File: config.mk
export PLATFORM = sky130hd
export DESIGN_NAME = degree_axis_direction
export DESIGN_NICKNAME = d
export VERILOG_FILES = /design/src/verilog/axis_pkg.sv /design/src/verilog/degree_axis_direction.sv
export SDC_FILE = /design/constraint.sdc
export NUM_CORES = 1
export LEC_CHECK = 0
export ABC_AREA = 1
export BUFFER_PORTS_ARGS = -buffer_cell sky130_fd_sc_hd__buf_2
export CORE_MARGIN = 3
export CORE_UTILIZATION = 57
export CTS_BUF_LIST = sky130_fd_sc_hd__clkbuf_8
export DETAILED_ROUTE_END_ITERATION = 10
export PLACE_DENSITY_LB_ADDON = 0.05
export SLEW_MARGIN = 20
export SYNTH_ARGS = -nofsm -noshare
export SYNTH_HDL_FRONTEND = slang
export SYNTH_SLANG_ARGS = --single-unit
File: constraint.sdc
create_clock -name ref_clk_i -period 18.32 [get_ports ref_clk_i]
set_input_delay 0.916 -clock ref_clk_i [delete_from_list [all_inputs] [get_ports ref_clk_i]]
set_output_delay 0.916 -clock ref_clk_i [all_outputs]
set_load 0.005 [all_outputs]
File: src/verilog/axis_pkg.sv
//--------------------------------------------------------------
//--------------------------------------------------------------
package axis_pkg;

    // register byte offsets
    localparam logic [11:0] CTRL_OFF = 12'h000;
    localparam logic [11:0] TARGET_OFF = 12'h004;
    localparam logic [11:0] CMD_OFF = 12'h008;
    localparam logic [11:0] STATUS_OFF = 12'h00C;
    localparam logic [11:0] MASK_OFF = 12'h010;
    localparam logic [11:0] POS_OFF = 12'h014;
    localparam logic [11:0] REV_OFF = 12'h018;
    localparam logic [11:0] STATE_OFF = 12'h01C;

    // ctrl fields
    localparam int POLICY_LSB = 0;
    localparam int UNIT_LSB = 2;
    localparam int MODE_LSB = 4;
    localparam int WARN_EN_BIT = 6;
    localparam logic [31:0] CTRL_RESET = 32'h0000_0040;

    // cmd fields
    localparam int START_BIT = 0;
    localparam int REL_BIT = 1;
    localparam int HOME_SET_BIT = 2;

    // status bits
    localparam int EV_START = 0;
    localparam int EV_WARN = 1;
    localparam int EV_HOME_LOST = 2;
    localparam int EV_W = 3;

    localparam logic [18:0] POS_FULL = 19'h57E40; // 360000 counts
    localparam logic [18:0] POS_MAX = 19'h57E3F; // 359999
    localparam logic [18:0] POS_HALF = 19'h2BF20; // 180000
    localparam logic [15:0] REV_LIMIT = 16'h8000; // 32768 rev

    typedef enum logic [1:0] {POL_SIGN, POL_SHORT, POL_DEC, POL_INC} policy_t;
    typedef enum logic [1:0] {UNIT_PULSE, UNIT_DEGREE, UNIT_MM, UNIT_INCH} unit_t;
    typedef enum logic [1:0] {MODE_CYCLIC, MODE_PROFILE, MODE_POINT, MODE_RSVD} mode_t;
    typedef enum {ST_IDLE, ST_MOVE} move_state_t;

endpackage

File: src/verilog/degree_axis_direction.sv
`timescale 1ns/1ps
module degree_axis_direction
    import axis_pkg::*;
(
    input wire logic ref_clk_i,
    input wire logic rst_i,
    input wire logic psel_i,
    input wire logic penable_i,
    input wire logic pwrite_i,
    input wire logic [11:0] paddr_i,
    input wire logic [31:0] pwdata_i,
    output logic [31:0] prdata_o,
    output logic pready_o,
    output logic pslverr_o,
    input wire logic [18:0] cur_pos_i,
    input wire logic target_reached_i,
    input wire logic rev_step_i,
    input wire logic rev_dir_ccw_i,
    output logic dir_ccw_o,
    output logic move_start_o,
    output logic home_valid_o,
    output logic multi_rev_travel_warning_o,
    output logic restore_ok_o,
    output logic irq_o
);

    //--------------------------------------------------------------
    // register state
    //--------------------------------------------------------------
    logic [31:0] ctrl_reg;
    logic [31:0] target_reg;
    logic [EV_W-1:0] status_reg;
    logic [EV_W-1:0] mask_reg;
    logic [1:0] policy_reg;
    logic dir_reg;
    logic start_reg;
    logic home_reg;
    logic warn_reg;
    logic [15:0] rev_cnt_reg;
    logic rev_dir_reg;
    move_state_t state_reg;

    // bus decode, direction, warning and event nets, all combinational
    // acc is the access phase; wr and rd add the address check
    logic acc;
    logic wr;
    logic rd;
    logic mapped;
    logic start_cmd;
    logic dir_next;
    logic inf_feed;
    logic warn_active;
    logic warn_hit;
    logic [18:0] tgt_mod;
    logic [18:0] ccw_dist;
    logic [18:0] cw_dist;
    logic [EV_W-1:0] ev_set;

    // typed views of control fields, read only by the inf_feed decode
    unit_t unit_sel;
    mode_t mode_sel;

    // fold a signed thousandth-degree target into 0..359999
    // plus or minus one turn folds to zero, so the sign policy
    // tells the minus 360 case apart only through the sign bit
    function automatic logic [18:0] wrap_pos(input logic [31:0] t);
        logic signed [31:0] r;
        r = $signed(t) % $signed({13'h0000, POS_FULL});
        if (r < 0) begin
            r = r + $signed({13'h0000, POS_FULL});
        end
        return r[18:0];
    endfunction

    // address match against the word map; used by decode and error path
    // unmapped words answer with an error rather than reading zero
    function automatic logic is_map(input logic [11:0] a);
        return a == CTRL_OFF || a == TARGET_OFF || a == CMD_OFF || a == STATUS_OFF
            || a == MASK_OFF || a == POS_OFF || a == REV_OFF || a == STATE_OFF;
    endfunction

    //--------------------------------------------------------------
    // apb decode
    //--------------------------------------------------------------
    // zero wait state slave, errors on unmapped addresses
    // pready stands high so the master never waits; writes land
    // on the access edge, reads drive data only in the access cycle
    // a refused access changes no state at all
    assign acc = psel_i && penable_i;
    assign mapped = is_map(paddr_i);
    assign wr = acc && pwrite_i && mapped;
    assign rd = acc && !pwrite_i && mapped;
    assign pready_o = 1'b1;
    assign pslverr_o = acc && !mapped;
    assign start_cmd = wr && paddr_i == CMD_OFF && pwdata_i[START_BIT];

    assign unit_sel = unit_t'(ctrl_reg[UNIT_LSB +: 2]);
    assign mode_sel = mode_t'(ctrl_reg[MODE_LSB +: 2]);

    // infinite feed only in degree units and profile or point mode
    // cyclic mode is pulse only, so a degree code there still warns
    // warn_hit fires once; warn_reg blocks repeats until cleared
    assign inf_feed = unit_sel == UNIT_DEGREE
        && (mode_sel == MODE_PROFILE || mode_sel == MODE_POINT);
    assign warn_active = ctrl_reg[WARN_EN_BIT] && !inf_feed;
    assign warn_hit = warn_active && rev_cnt_reg >= REV_LIMIT && !warn_reg;

    //--------------------------------------------------------------
    // direction choice
    //--------------------------------------------------------------
    assign tgt_mod = wrap_pos(target_reg);
    // distances modulo one turn; cur is assumed within range
    // a position above 359999 from the motor gives a wrong choice,
    // traded for one subtractor instead of a second wrap
    assign ccw_dist = (tgt_mod >= cur_pos_i) ? tgt_mod - cur_pos_i
        : 19'(tgt_mod + POS_FULL - cur_pos_i);
    assign cw_dist = (ccw_dist == 19'h00000) ? 19'h00000 : 19'(POS_FULL - ccw_dist);

    // direction for the next start; relative moves bypass the policy
    // the live command word is looked at, since dir_next is only
    // used in the cycle in which the start command is written
    always_comb begin
        dir_next = 1'b1;
        if (pwdata_i[REL_BIT]) begin
            dir_next = !target_reg[31];
        end else begin
            case (policy_t'(policy_reg))
                POL_SIGN: dir_next = !target_reg[31];
                POL_SHORT: dir_next = ccw_dist <= cw_dist;
                POL_DEC: dir_next = 1'b0;
                POL_INC: dir_next = 1'b1;
                default: dir_next = 1'b1;
            endcase
        end
    end

    //--------------------------------------------------------------
    // registers
    //--------------------------------------------------------------
    // configuration writes
    // only the defined control bits are kept, so reads show zeros above
    // the target is stored raw and folded later, keeping its sign
    // for the sign policy and for relative moves
    // refused and unmapped writes never reach these registers
    always_ff @(posedge ref_clk_i or posedge rst_i) begin
        if (rst_i) begin
            ctrl_reg <= CTRL_RESET;
            target_reg <= 32'h0000_0000;
            mask_reg <= '0;
        end else if (wr) begin
            if (paddr_i == CTRL_OFF) begin
                ctrl_reg <= {25'h0000000, pwdata_i[6:0]};
            end
            if (paddr_i == TARGET_OFF) begin
                target_reg <= pwdata_i;
            end
            if (paddr_i == MASK_OFF) begin
                mask_reg <= pwdata_i[EV_W-1:0];
            end
        end
    end

    // policy latched only when idle, so a mid-move change waits
    // the copy happens every idle cycle with the motor at target,
    // so a start taken at the second idle edge or later sees the newest stopped setting
    // a change written while moving is held back until then
    always_ff @(posedge ref_clk_i or posedge rst_i) begin
        if (rst_i) begin
            policy_reg <= 2'h0;
        end else if (state_reg == ST_IDLE && target_reached_i) begin
            policy_reg <= ctrl_reg[POLICY_LSB +: 2];
        end
    end

    // move sequencing; starts during a move are dropped
    // the start pulse lasts one cycle; the move ends only after the
    // pulse, so a motor that still shows target reached for one
    // cycle after the start cannot end the move at once
    always_ff @(posedge ref_clk_i or posedge rst_i) begin
        if (rst_i) begin
            state_reg <= ST_IDLE;
            dir_reg <= 1'b1;
            start_reg <= 1'b0;
        end else begin
            start_reg <= 1'b0;
            case (state_reg)
                ST_IDLE: begin
                    if (start_cmd && target_reached_i) begin
                        dir_reg <= dir_next;
                        start_reg <= 1'b1;
                        state_reg <= ST_MOVE;
                    end
                end
                ST_MOVE: begin
                    if (!start_reg && target_reached_i) begin
                        state_reg <= ST_IDLE;
                    end
                end
                default: state_reg <= ST_IDLE;
            endcase
        end
    end

    // same-direction revolution count, reset by reversal
    // the count saturates instead of wrapping, so a very long run
    // in one direction cannot fall back under the warning limit
    // a reversal restarts at one, the step that reversed counts
    // limitation: the count is not kept across a reset
    always_ff @(posedge ref_clk_i or posedge rst_i) begin
        if (rst_i) begin
            rev_cnt_reg <= 16'h0000;
            rev_dir_reg <= 1'b1;
        end else if (rev_step_i) begin
            rev_dir_reg <= rev_dir_ccw_i;
            if (rev_dir_ccw_i != rev_dir_reg) begin
                rev_cnt_reg <= 16'h0001;
            end else if (rev_cnt_reg != 16'hFFFF) begin
                rev_cnt_reg <= rev_cnt_reg + 16'h0001;
            end
        end
    end

    // warning and home position
    // the overflow wins over a home set in the same cycle, so a home
    // written at the moment of overflow is still cleared
    // a home set clears the warning; it sets again next cycle if the
    // count is still over the limit and warnings are active
    always_ff @(posedge ref_clk_i or posedge rst_i) begin
        if (rst_i) begin
            warn_reg <= 1'b0;
            home_reg <= 1'b0;
        end else begin
            if (warn_hit) begin
                warn_reg <= 1'b1;
                home_reg <= 1'b0;
            end else if (wr && paddr_i == CMD_OFF && pwdata_i[HOME_SET_BIT]) begin
                home_reg <= 1'b1;
                warn_reg <= 1'b0;
            end else if (!warn_active) begin
                warn_reg <= 1'b0;
            end
        end
    end

    //--------------------------------------------------------------
    // event sources
    //--------------------------------------------------------------
    // home loss is only an event when a home was actually held
    always_comb begin
        ev_set = '0;
        ev_set[EV_START] = start_reg;
        ev_set[EV_WARN] = warn_hit;
        ev_set[EV_HOME_LOST] = warn_hit && home_reg;
    end

    // sticky events; set beats read clear
    // a read in the cycle of a new event keeps that event, so no
    // event is lost between the read and the clear
    always_ff @(posedge ref_clk_i or posedge rst_i) begin
        if (rst_i) begin
            status_reg <= '0;
        end else if (rd && paddr_i == STATUS_OFF) begin
            status_reg <= ev_set;
        end else begin
            status_reg <= status_reg | ev_set;
        end
    end

    // read data
    // zero outside a mapped read, so an idle bus shows no stale data
    // cmd is write only and reads as zero
    always_comb begin
        prdata_o = 32'h0000_0000;
        if (rd) begin
            case (paddr_i)
                CTRL_OFF: prdata_o = ctrl_reg;
                TARGET_OFF: prdata_o = target_reg;
                STATUS_OFF: prdata_o = {29'h0, status_reg};
                MASK_OFF: prdata_o = {29'h0, mask_reg};
                POS_OFF: prdata_o = {13'h0000, tgt_mod};
                REV_OFF: prdata_o = {16'h0000, rev_cnt_reg};
                STATE_OFF: prdata_o = {26'h0, policy_reg, restore_ok_o, home_reg, dir_reg,
                    state_reg == ST_MOVE};
                default: prdata_o = 32'h0000_0000;
            endcase
        end
    end

    //--------------------------------------------------------------
    // outputs
    //--------------------------------------------------------------
    // all but restore_ok and irq come straight from flip-flops
    assign dir_ccw_o = dir_reg;
    assign move_start_o = start_reg;
    assign home_valid_o = home_reg;
    assign multi_rev_travel_warning_o = warn_reg;
    assign restore_ok_o = home_reg && (inf_feed || warn_active);
    assign irq_o = |(status_reg & mask_reg);

endmodule
======== Word-level counts from Yosys, hierarchy flattened ========
Cells that the tools add are included.
storage, ports and cells
  register bits ........................... 100
  bits of input ports ..................... 71
  output and inout bits ................... 40
  logic and storage cells ................. 113
operators by class
  add/subtract/negate cells ............... 6
  div/mod/pow operators ................... 1
  $lt $le $gt $ge ......................... 4
  equal/unequal tests ..................... 20
  muxes and demuxes ....................... 20
  bitwise logic cells ..................... 2
  reductions and logical operators ........ 48
operator list
  cell                                                                            count
  32-bit one-hot mux with 7 select lines                                          1
  32-bit 2-to-1 mux                                                               3
  32-bit zero test                                                                2
  32-bit one-hot mux with 2 select lines                                          1
  19-bit 2-to-1 mux                                                               3
  12-bit by 5-bit equality test with 1-bit output (second input constant)         4
  19-bit adder (second input constant)                                            2
  19-bit subtractor                                                               2
  32-bit by 1-bit equality test with 1-bit output (second input constant)         1
  32-bit by 2-bit equality test with 1-bit output (second input constant)         1
  32-bit by 1-bit less-than comparator with 1-bit output (second input constant)  1
  32-bit by 20-bit modulo with 32-bit output (second input constant)              1
  16-bit 2-to-1 mux                                                               2
  12-bit by 4-bit equality test with 1-bit output (second input constant)         2
  19-bit greater-or-equal comparator                                              1
  19-bit <= comparator                                                            1
  1-bit logical AND                                                               19
  19-bit zero test                                                                1
  19-bit subtractor (first input constant)                                        1
  16-bit by 1-bit adder with 16-bit output (second input constant)                1
  16-bit greater-or-equal comparator (second input constant)                      1
  16-bit != test (second input constant)                                          1
  12-bit by 3-bit equality test with 1-bit output (second input constant)         1
  12-bit zero test                                                                1
  16 further kinds                                                                47

======== Logic depth before layout (Yosys ltp) ========
Gate-level depths: netlist of the first run.
  word-level depth ........................ 14
  depth in mapped cells ................... 165
  mapped depth without buffers ............ 158

======== Worst setup path before layout of the first run ========
No wires, ideal clock.
  kind .................................... register -> register
  start point ............................. register target_reg[31]
  end point ............................... register dir_reg, in the netlist dir_ccw_o
  library setup time ...................... 0.077 ns
  arrival ................................. 16.524 ns
  required time ........................... 18.243 ns
  slack ................................... 1.718 ns
  cell stages (with the launch flop) ...... 150
  period minus slack after synthesis ...... 16.602 ns
  path through ............................ dfrtp_1 -> buf_6 -> buf_4 -> nor2_1 -> o21bai_1 -> ha_1 -> nand2_1 -> nor2_1 -> nand2_1 -> nor2_1 -> nand3_1 -> nor2_4 -> nand3_2 -> nand3_4 -> nand2_2 -> nand2_4 -> nand3_2 -> nand2_4 -> [114 not listed] -> inv_1 -> nor2_1 -> inv_1 -> nor4b_1 -> nand4_1 -> o21ai_0 -> ha_1 -> a21oi_1 -> o211ai_1 -> nand2_1 -> a21oi_1 -> a211o_1 -> a22oi_1 -> o221ai_1 -> a221oi_1 -> o311ai_0 -> a31o_2 -> a31oi_1
on the way
  word-level cells in the longest chain between the ends .. 11
  elaborated cells between the ends (all ways) .. 16
  those cells by class .................... add/sub: 5; div: 1; order compare: 3; mux: 5; reduce/logical: 2
ends and longest elaborated chain
  what                                                                                    RTL line                                                  text
  start, declared                                                                         degree_axis_direction.sv:31                               logic [31:0] target_reg;
  start signal, assigned                                                                  degree_axis_direction.sv:155                              target_reg <= pwdata_i;
  32-bit by 20-bit modulo with 32-bit output                                              degree_axis_direction.sv:68                               r = $signed(t) % $signed({13'h0000, POS_FULL});
  32-bit by 1-bit less-than comparator with 1-bit output or 19-bit adder (tied branches)  degree_axis_direction.sv:69, degree_axis_direction.sv:70
  19-bit 2-to-1 mux                                                                       degree_axis_direction.sv:69                               if (r < 0) begin
  19-bit adder                                                                            degree_axis_direction.sv:116                              : 19'(tgt_mod + POS_FULL - cur_pos_i);
  19-bit subtractor                                                                       degree_axis_direction.sv:116
  19-bit 2-to-1 mux                                                                       degree_axis_direction.sv:115                              assign ccw_dist = (tgt_mod >= cur_pos_i) ? tgt_mod - cur_pos_i
  19-bit subtractor or 19-bit zero test (tied branches)                                   degree_axis_direction.sv:117                              assign cw_dist = (ccw_dist == 19'h00000) ? 19'h00000 : 19'(POS_FULL - ccw_dist);
  19-bit 2-to-1 mux                                                                       degree_axis_direction.sv:117
  19-bit <= comparator                                                                    degree_axis_direction.sv:129                              POL_SHORT: dir_next = ccw_dist <= cw_dist;
  1-bit one-hot mux with 4 select lines                                                   degree_axis_direction.sv:127                              case (policy_t'(policy_reg))
  1-bit 2-to-1 mux *                                                                      degree_axis_direction.sv:124                              if (pwdata_i[REL_BIT]) begin
  end signal, assigned                                                                    degree_axis_direction.sv:189                              dir_reg <= dir_next;
  end, declared                                                                           degree_axis_direction.sv:35                               logic dir_reg;
Mark *: on every way between the ends. The rest lies on a longest branch, timed or not.
A chain may end at the register's enable or synchronous reset.

======== Final worst setup path of the first run ========
  start point ............................. register target_reg[14]
  end point ............................... register dir_reg, in the netlist dir_ccw_o
on the way
  word-level cells in the longest chain between the ends .. 11
  elaborated cells between the ends (all ways) .. 15
  those cells by class .................... add/sub: 5; div: 1; order compare: 3; mux: 5; reduce/logical: 1
ends and longest elaborated chain
  what                                                                                    RTL line
  32-bit by 20-bit modulo with 32-bit output *                                            degree_axis_direction.sv:68
  32-bit by 1-bit less-than comparator with 1-bit output or 19-bit adder (tied branches)  degree_axis_direction.sv:69, degree_axis_direction.sv:70
  19-bit 2-to-1 mux *                                                                     degree_axis_direction.sv:69
  19-bit adder                                                                            degree_axis_direction.sv:116
  19-bit subtractor                                                                       degree_axis_direction.sv:116
  19-bit 2-to-1 mux *                                                                     degree_axis_direction.sv:115
  19-bit subtractor or 19-bit zero test (tied branches)                                   degree_axis_direction.sv:117
  19-bit 2-to-1 mux                                                                       degree_axis_direction.sv:117
  19-bit <= comparator *                                                                  degree_axis_direction.sv:129
  1-bit one-hot mux with 4 select lines *                                                 degree_axis_direction.sv:127
  1-bit 2-to-1 mux *                                                                      degree_axis_direction.sv:124
Marked as above.

==> results.cfg, run 1 <==
[sta]
setup-violations-final = 0
min_period_over_period_pct = 99.4
slew_violations = 0
hold_viol_final = 0
fin_worst_skew_ps = 8.98
maxSlewHeadroom_pct = 40.3
tightestPinTransition_ps = 892
hold_ws_ps = 500
period_needed_ps = 18200
tns_ps = 0
max_freq_ghz = 0.0549
rsz0062_at_grt = true

[worst_setup_path]
cpPeakStageDelay_ps = 540
cp_slowest_cell = fa_1
crit_arrival_ps = 18490
path_class = reg -> reg
endpoint_kind = flip-flop
r2r_start = target_reg[14]
crit_fanout = 12
cp-start-kind = flip-flop
worstPathRequired_ps = 18600
cpMostUsedCell = nand2_2
crit_path_start = target_reg[14]

[clock_network]
cts_buffers = 9
cts.path.max_buffers = 2
cts.sinks = 69
ctsHtreeMaxLevel = 3
clk_pin_slew_ps = 80
cts_tree = yes
cts_hold_buf = 0
clk_latency_ps = 360
root_buffer = clkbuf_8

[synth]
synthTopCellsByArea = nand2_1 17%, dfrtp_1 10%, inv_1 8.7%
async_flop_share_pct = 100
ys_types = 76
syn_inst = 2683
yosysSeqAreaShare_pct = 10.7
synth_top_area_share_pct = 16.9
synth.ff_latch_count = 69
yosys.area.top_type = nand2_1
synthesis.nets = 2822
synth_edf_count = 0
ys_warn_count = 0
synth_area_per_cell_um2 = 6.01
synth_area_um2 = 16100
ys.flop_type = dfrtp_1

[detailed_routing]
wl_um = 48000
vias = 18178
drt_iter0_drc = 1386
drc = 0
dr.pass1.iters = 6
wl_per_cell_um = 14.3
ant_nets = 0
vias_per_cell = 5.41

[status]
status = finished, final reports clean

[place]
port_buffers = 109
hpwl_um = 38200
gp_congestion = 0.942

[floorplanning]
floorplan.initialDensity_pct = 58.8
dieArea_um2 = 30300
floorplan.io_pins = 111
chipHeight_um = 174
die_w_um = 174
fp-row-count = 60
fp.coreArea_um2 = 27400

[final_layout]
largest_reg_flops = 32
fin_nets = 3121
num-fill-cells = 2442
regArea_um2 = 1740
final_cell_mix = 688 x nand2_1, 372 x inv_1, 205 x nand3_1
drive_above_1_share_pct = 31.4
final_common_cell = nand2_1
multiInputGateArea_um2 = 13200
area_growth_syn_to_layout_pct = 20.7

[power]
p_leak_nw = 10.7
powerDensity_nw_per_um2 = 18.8
ir_drop_mv = 0.0547

[global_route]
grt_max_degree = 70
grt_pass1_vias = 16191
grt_pass1_wl_um = 76700
grt_usage_pct = 29.4
gr-total-overflow = 0
antenna_found_initial = 3

[run]
cap_violations = 0

[min_path]
worstHoldStart = ctrl_reg[0]
hp-class = reg -> reg
## logic make-up after synthesis
logic type | count (synthesis) | synth area share [%]
simple gates | 1664 | 52.7
fa+ha+maj | 68 | 5.79
flops | 69 | 10.7
xor+xnor | 89 | 5.35
compound gates | 291 | 10.6
other cells | 1 | 0.0233
buf+inv | 475 | 13.0
mux | 26 | 1.82
## synthesized netlist by cell type, types with 6 or more instances
cell type,instances
nand2_1,726
inv_1,375
nor2_1,221
nand3_1,220
nand2_2,165
o21ai_0,106
a21oi_1,73
nand2_4,73
nand4_1,67
dfrtp_1,66
xor2_1,60
ha_1,57
inv_2,48
nor2_2,48
nor3_1,44
nand3_2,35
mux2_2,26
o21ai_1,23
nor2_4,21
xnor2_1,21
a31oi_1,16
o211ai_1,12
fa_1,11
o22ai_1,11
clkbuf_1,10
o21bai_1,9
nand3b_1,8
a221oi_1,7
buf_6,7
nor4_1,7
buf_8,6
nand3_4,6
xor2_2,6
## worst paths after layout
check	slack (ps)	cells past startpoint	to
setup / recovery	120	144	dir_ccw_o
hold / removal	500	2	ctrl_reg[0]
setup reg to reg	120	144	dir_ccw_o
hold reg to reg	500	2	ctrl_reg[0]
max in group asynchronous	16850	3	target_reg[7]
min in group asynchronous	820	3	rev_cnt_reg[0]
## worst max-delay path: cells and delay by family, from the launching register on
family	cells	cell delay (ps)
buf+inv	21	2420
compound gates	21	3230
fa+ha+maj	2	820
simple gates	100	11130
flops	1	460
## where the power goes
| part | internal [mW] | switching (mW) | total (mW) |
|---|---|---|---|
| clock network | 0.0565 | 0.0628 | 0.119 |
| registers | 0.155 | 0.00198 | 0.156 |
| logic | 0.0370 | 0.0539 | 0.0909 |
| total | 0.248 | 0.119 | 0.367 |
## routing by layer
| metal | part of all wire, % | wire length [um] | track usage [%] |
|---|---|---|---|
| met2 | 47 | 22500 | 49.6 |
| met3 | 5.5 | 2660 | 2.71 |
| met4 | 2.7 | 1280 | 7.17 |
| met5 | 0 | 0 | 0 |
| met1 | 45 | 21500 | 40.6 |
## final cells by class
type	count	share of cell area [%]
Inverter	436	8.70
Tap cell	372	2.39
Sequential cell	69	8.94
Clock buffer	11	0.778
Antenna cell	3	0.0386
Multi-Input combinational cell	2151	67.8
Timing Repair Buffer	315	11.2
Clock inverter	5	0.174
## through the flow
stage               instances  utilization (%)  setup WS (ps)  power [mW]  instance area (um2)
finish                   3362             71.0            117       0.367                19500
global route             3362             71.0          -1290       0.386                19500
CTS                      3286             66.3           4.04       0.364                18200
detailed placement       3252             64.6           -459       0.246                17700
global placement         3252             64.6           21.1       0.244                17700
floorplan                2683                -           1720       0.213                16100
## repair_timing
item                       CTS  global route
pin swaps                   15            95
setup endpoints to repair    1             1
gates cloned                 4             8
buffers inserted            14            65
gates resized for setup     32           187
Note: power is estimated with default switching activity, not from simulation.
==> inputs of run 2 (changes only) <==
--- a/config.mk
+++ b/config.mk
@@ -11,7 +11,7 @@
 export CORE_UTILIZATION = 57
 export CTS_BUF_LIST = sky130_fd_sc_hd__clkbuf_8
 export DETAILED_ROUTE_END_ITERATION = 10
-export PLACE_DENSITY_LB_ADDON = 0.05
+export PLACE_DENSITY_LB_ADDON = 0.25
 export SLEW_MARGIN = 20
 export SYNTH_ARGS = -nofsm -noshare
 export SYNTH_HDL_FRONTEND = slang
==> results.cfg, run 2 (synthesis gave the netlist of run 1 again) <==
[sta]
period_needed_ps = 18250
setup-violations-final = 0
hold_viol_final = 0
tightestPinTransition_ps = 985
fin_worst_skew_ps = 16.0
min_period_over_period_pct = 99.6
slew_violations = 0
max_freq_ghz = 0.0548
maxSlewHeadroom_pct = 34.1
rsz0062_at_grt = true

[floorplanning]
floorplan.initialDensity_pct = 58.8
dieArea_um2 = 30300
fp-row-count = 60
floorplan.io_pins = 111
fp.coreArea_um2 = 27400
die_w_um = 174
chipHeight_um = 174

[final_layout]
final_util_pct = 67.9
num-fill-cells = 2535
area_growth_syn_to_layout_pct = 15.4
fin_nets = 3046
final_common_cell = nand2_1
drive_above_1_share_pct = 28.6
largest_reg_flops = 32
final_cell_mix = 701 x nand2_1, 372 x inv_1, 213 x nand3_1

[worst_setup_path]
cp-start-kind = flip-flop
worstPathRequired_ps = 18620
cp_slowest_cell = dfrtp_1
rrSetupSlack_ps = 70
r2r-end = dir_ccw_o
cpPeakStageDelay_ps = 420
r2r_cells = 139
crit_buf_inv = 24
path_class = reg -> reg
crit_family = simple AND/OR/NAND/NOR gates
cpMostUsedCell = nand2_4
r2r_start = target_reg[0]
crit_arrival_ps = 18550
endpoint_kind = flip-flop
crit_fanout = 17

[global_route]
grt_usage_pct = 29.0
grt_pass1_vias = 16644
gr-total-overflow = 0
antenna_found_initial = 3
grt_max_degree = 70
grt_pass1_wl_um = 76100

[detailed_routing]
wl_per_cell_um = 14.2
drc = 0
dr.pass1.iters = 6
wl_um = 46500
vias_per_cell = 5.48
ant_nets = 0
vias = 18001
drt_iter0_drc = 1694

[clock_network]
cts_tree = yes
cts.sinks = 69
cts_hold_buf = 0
root_buffer = clkbuf_8
cts_buffers = 9
clk_latency_ps = 370
ctsHtreeMaxLevel = 3
cts.path.max_buffers = 2
clk_pin_slew_ps = 100

[min_path]
min_to = ctrl_reg[6]
min_delay_path_depth = 2
worstHoldStart = ctrl_reg[6]
hp-class = reg -> reg

[power]
p_total_mw = 0.373
p_leak_nw = 10.3
ir_drop_mv = 0.0484
powerDensity_nw_per_um2 = 20.1

[place]
gp_congestion = 0.993
port_buffers = 109
hpwl_um = 37600

[run]
cap_violations = 0

[status]
status = finished, final reports clean
==> run 2: per-layer routing <==
metal	part of all wire, %	global-route usage, %
met5	0	0
met3	6.3	2.82
met1	44	39.0
met4	2.3	8.21
met2	47	49.5
==> run 2: layout make-up <==
| class | instances | area [um2] | share of cell area (%) |
|---|---|---|---|
| Antenna cell | 3 | 7.51 | 0.0404 |
| Multi-Input combinational cell | 2148 | 12900 | 69.3 |
| Clock inverter | 7 | 82.6 | 0.444 |
| Timing Repair Buffer | 243 | 1610 | 8.63 |
| Sequential cell | 69 | 1740 | 9.34 |
| Clock buffer | 9 | 124 | 0.666 |
| Tap cell | 372 | 465 | 2.50 |
| Inverter | 436 | 1700 | 9.13 |
==> run 2: where the power goes <==
group	internal [mW]	switching, mW	total (mW)
Combinational	0.0318	0.0524	0.0841
Sequential	0.155	0.00205	0.157
Clock	0.0652	0.0672	0.132
Total	0.251	0.122	0.373
==> run 2: what timing repair did <==
item,in CTS,in global routing
endpoints found under the setup margin,1,1
setup buffers,11,27
gates resized for setup,29,114
pin swaps,9,46
gates cloned,3,6
==> run 2: tightest hold or removal path, cell delays in order, from the launching register on <==
cell     delay [ps]
dfstp_2         390
nand2_1          60
o21ai_0          70
==> run 2: per-stage QoR <==
stage	setup TNS [ps]	cells	hold WS, ps	worst slack (ps)	instance area (um2)
6_report	0	3287	517	73.2	18600
5_1_grt	-1450	3287	546	-1450	18600
4_1_cts	0	3251	500	36.7	17900
3_5_place_dp	-597	3221	477	-597	17500
3_3_place_gp	0	3221	469	81.8	17500
2_1_floorplan	0	2683	453	1720	16100
==> run 2: worst max path at each step <==
stage	from	end	depth (start not counted)
6_report	target_reg[0]	dir_ccw_o	139
5_1_grt	target_reg[5]	dir_ccw_o	146
4_1_cts	target_reg[0]	dir_ccw_o	143
3_5_place_dp	target_reg[0]	dir_ccw_o	141
3_3_place_gp	target_reg[0]	dir_ccw_o	140
2_1_floorplan	target_reg[31]	dir_ccw_o	149
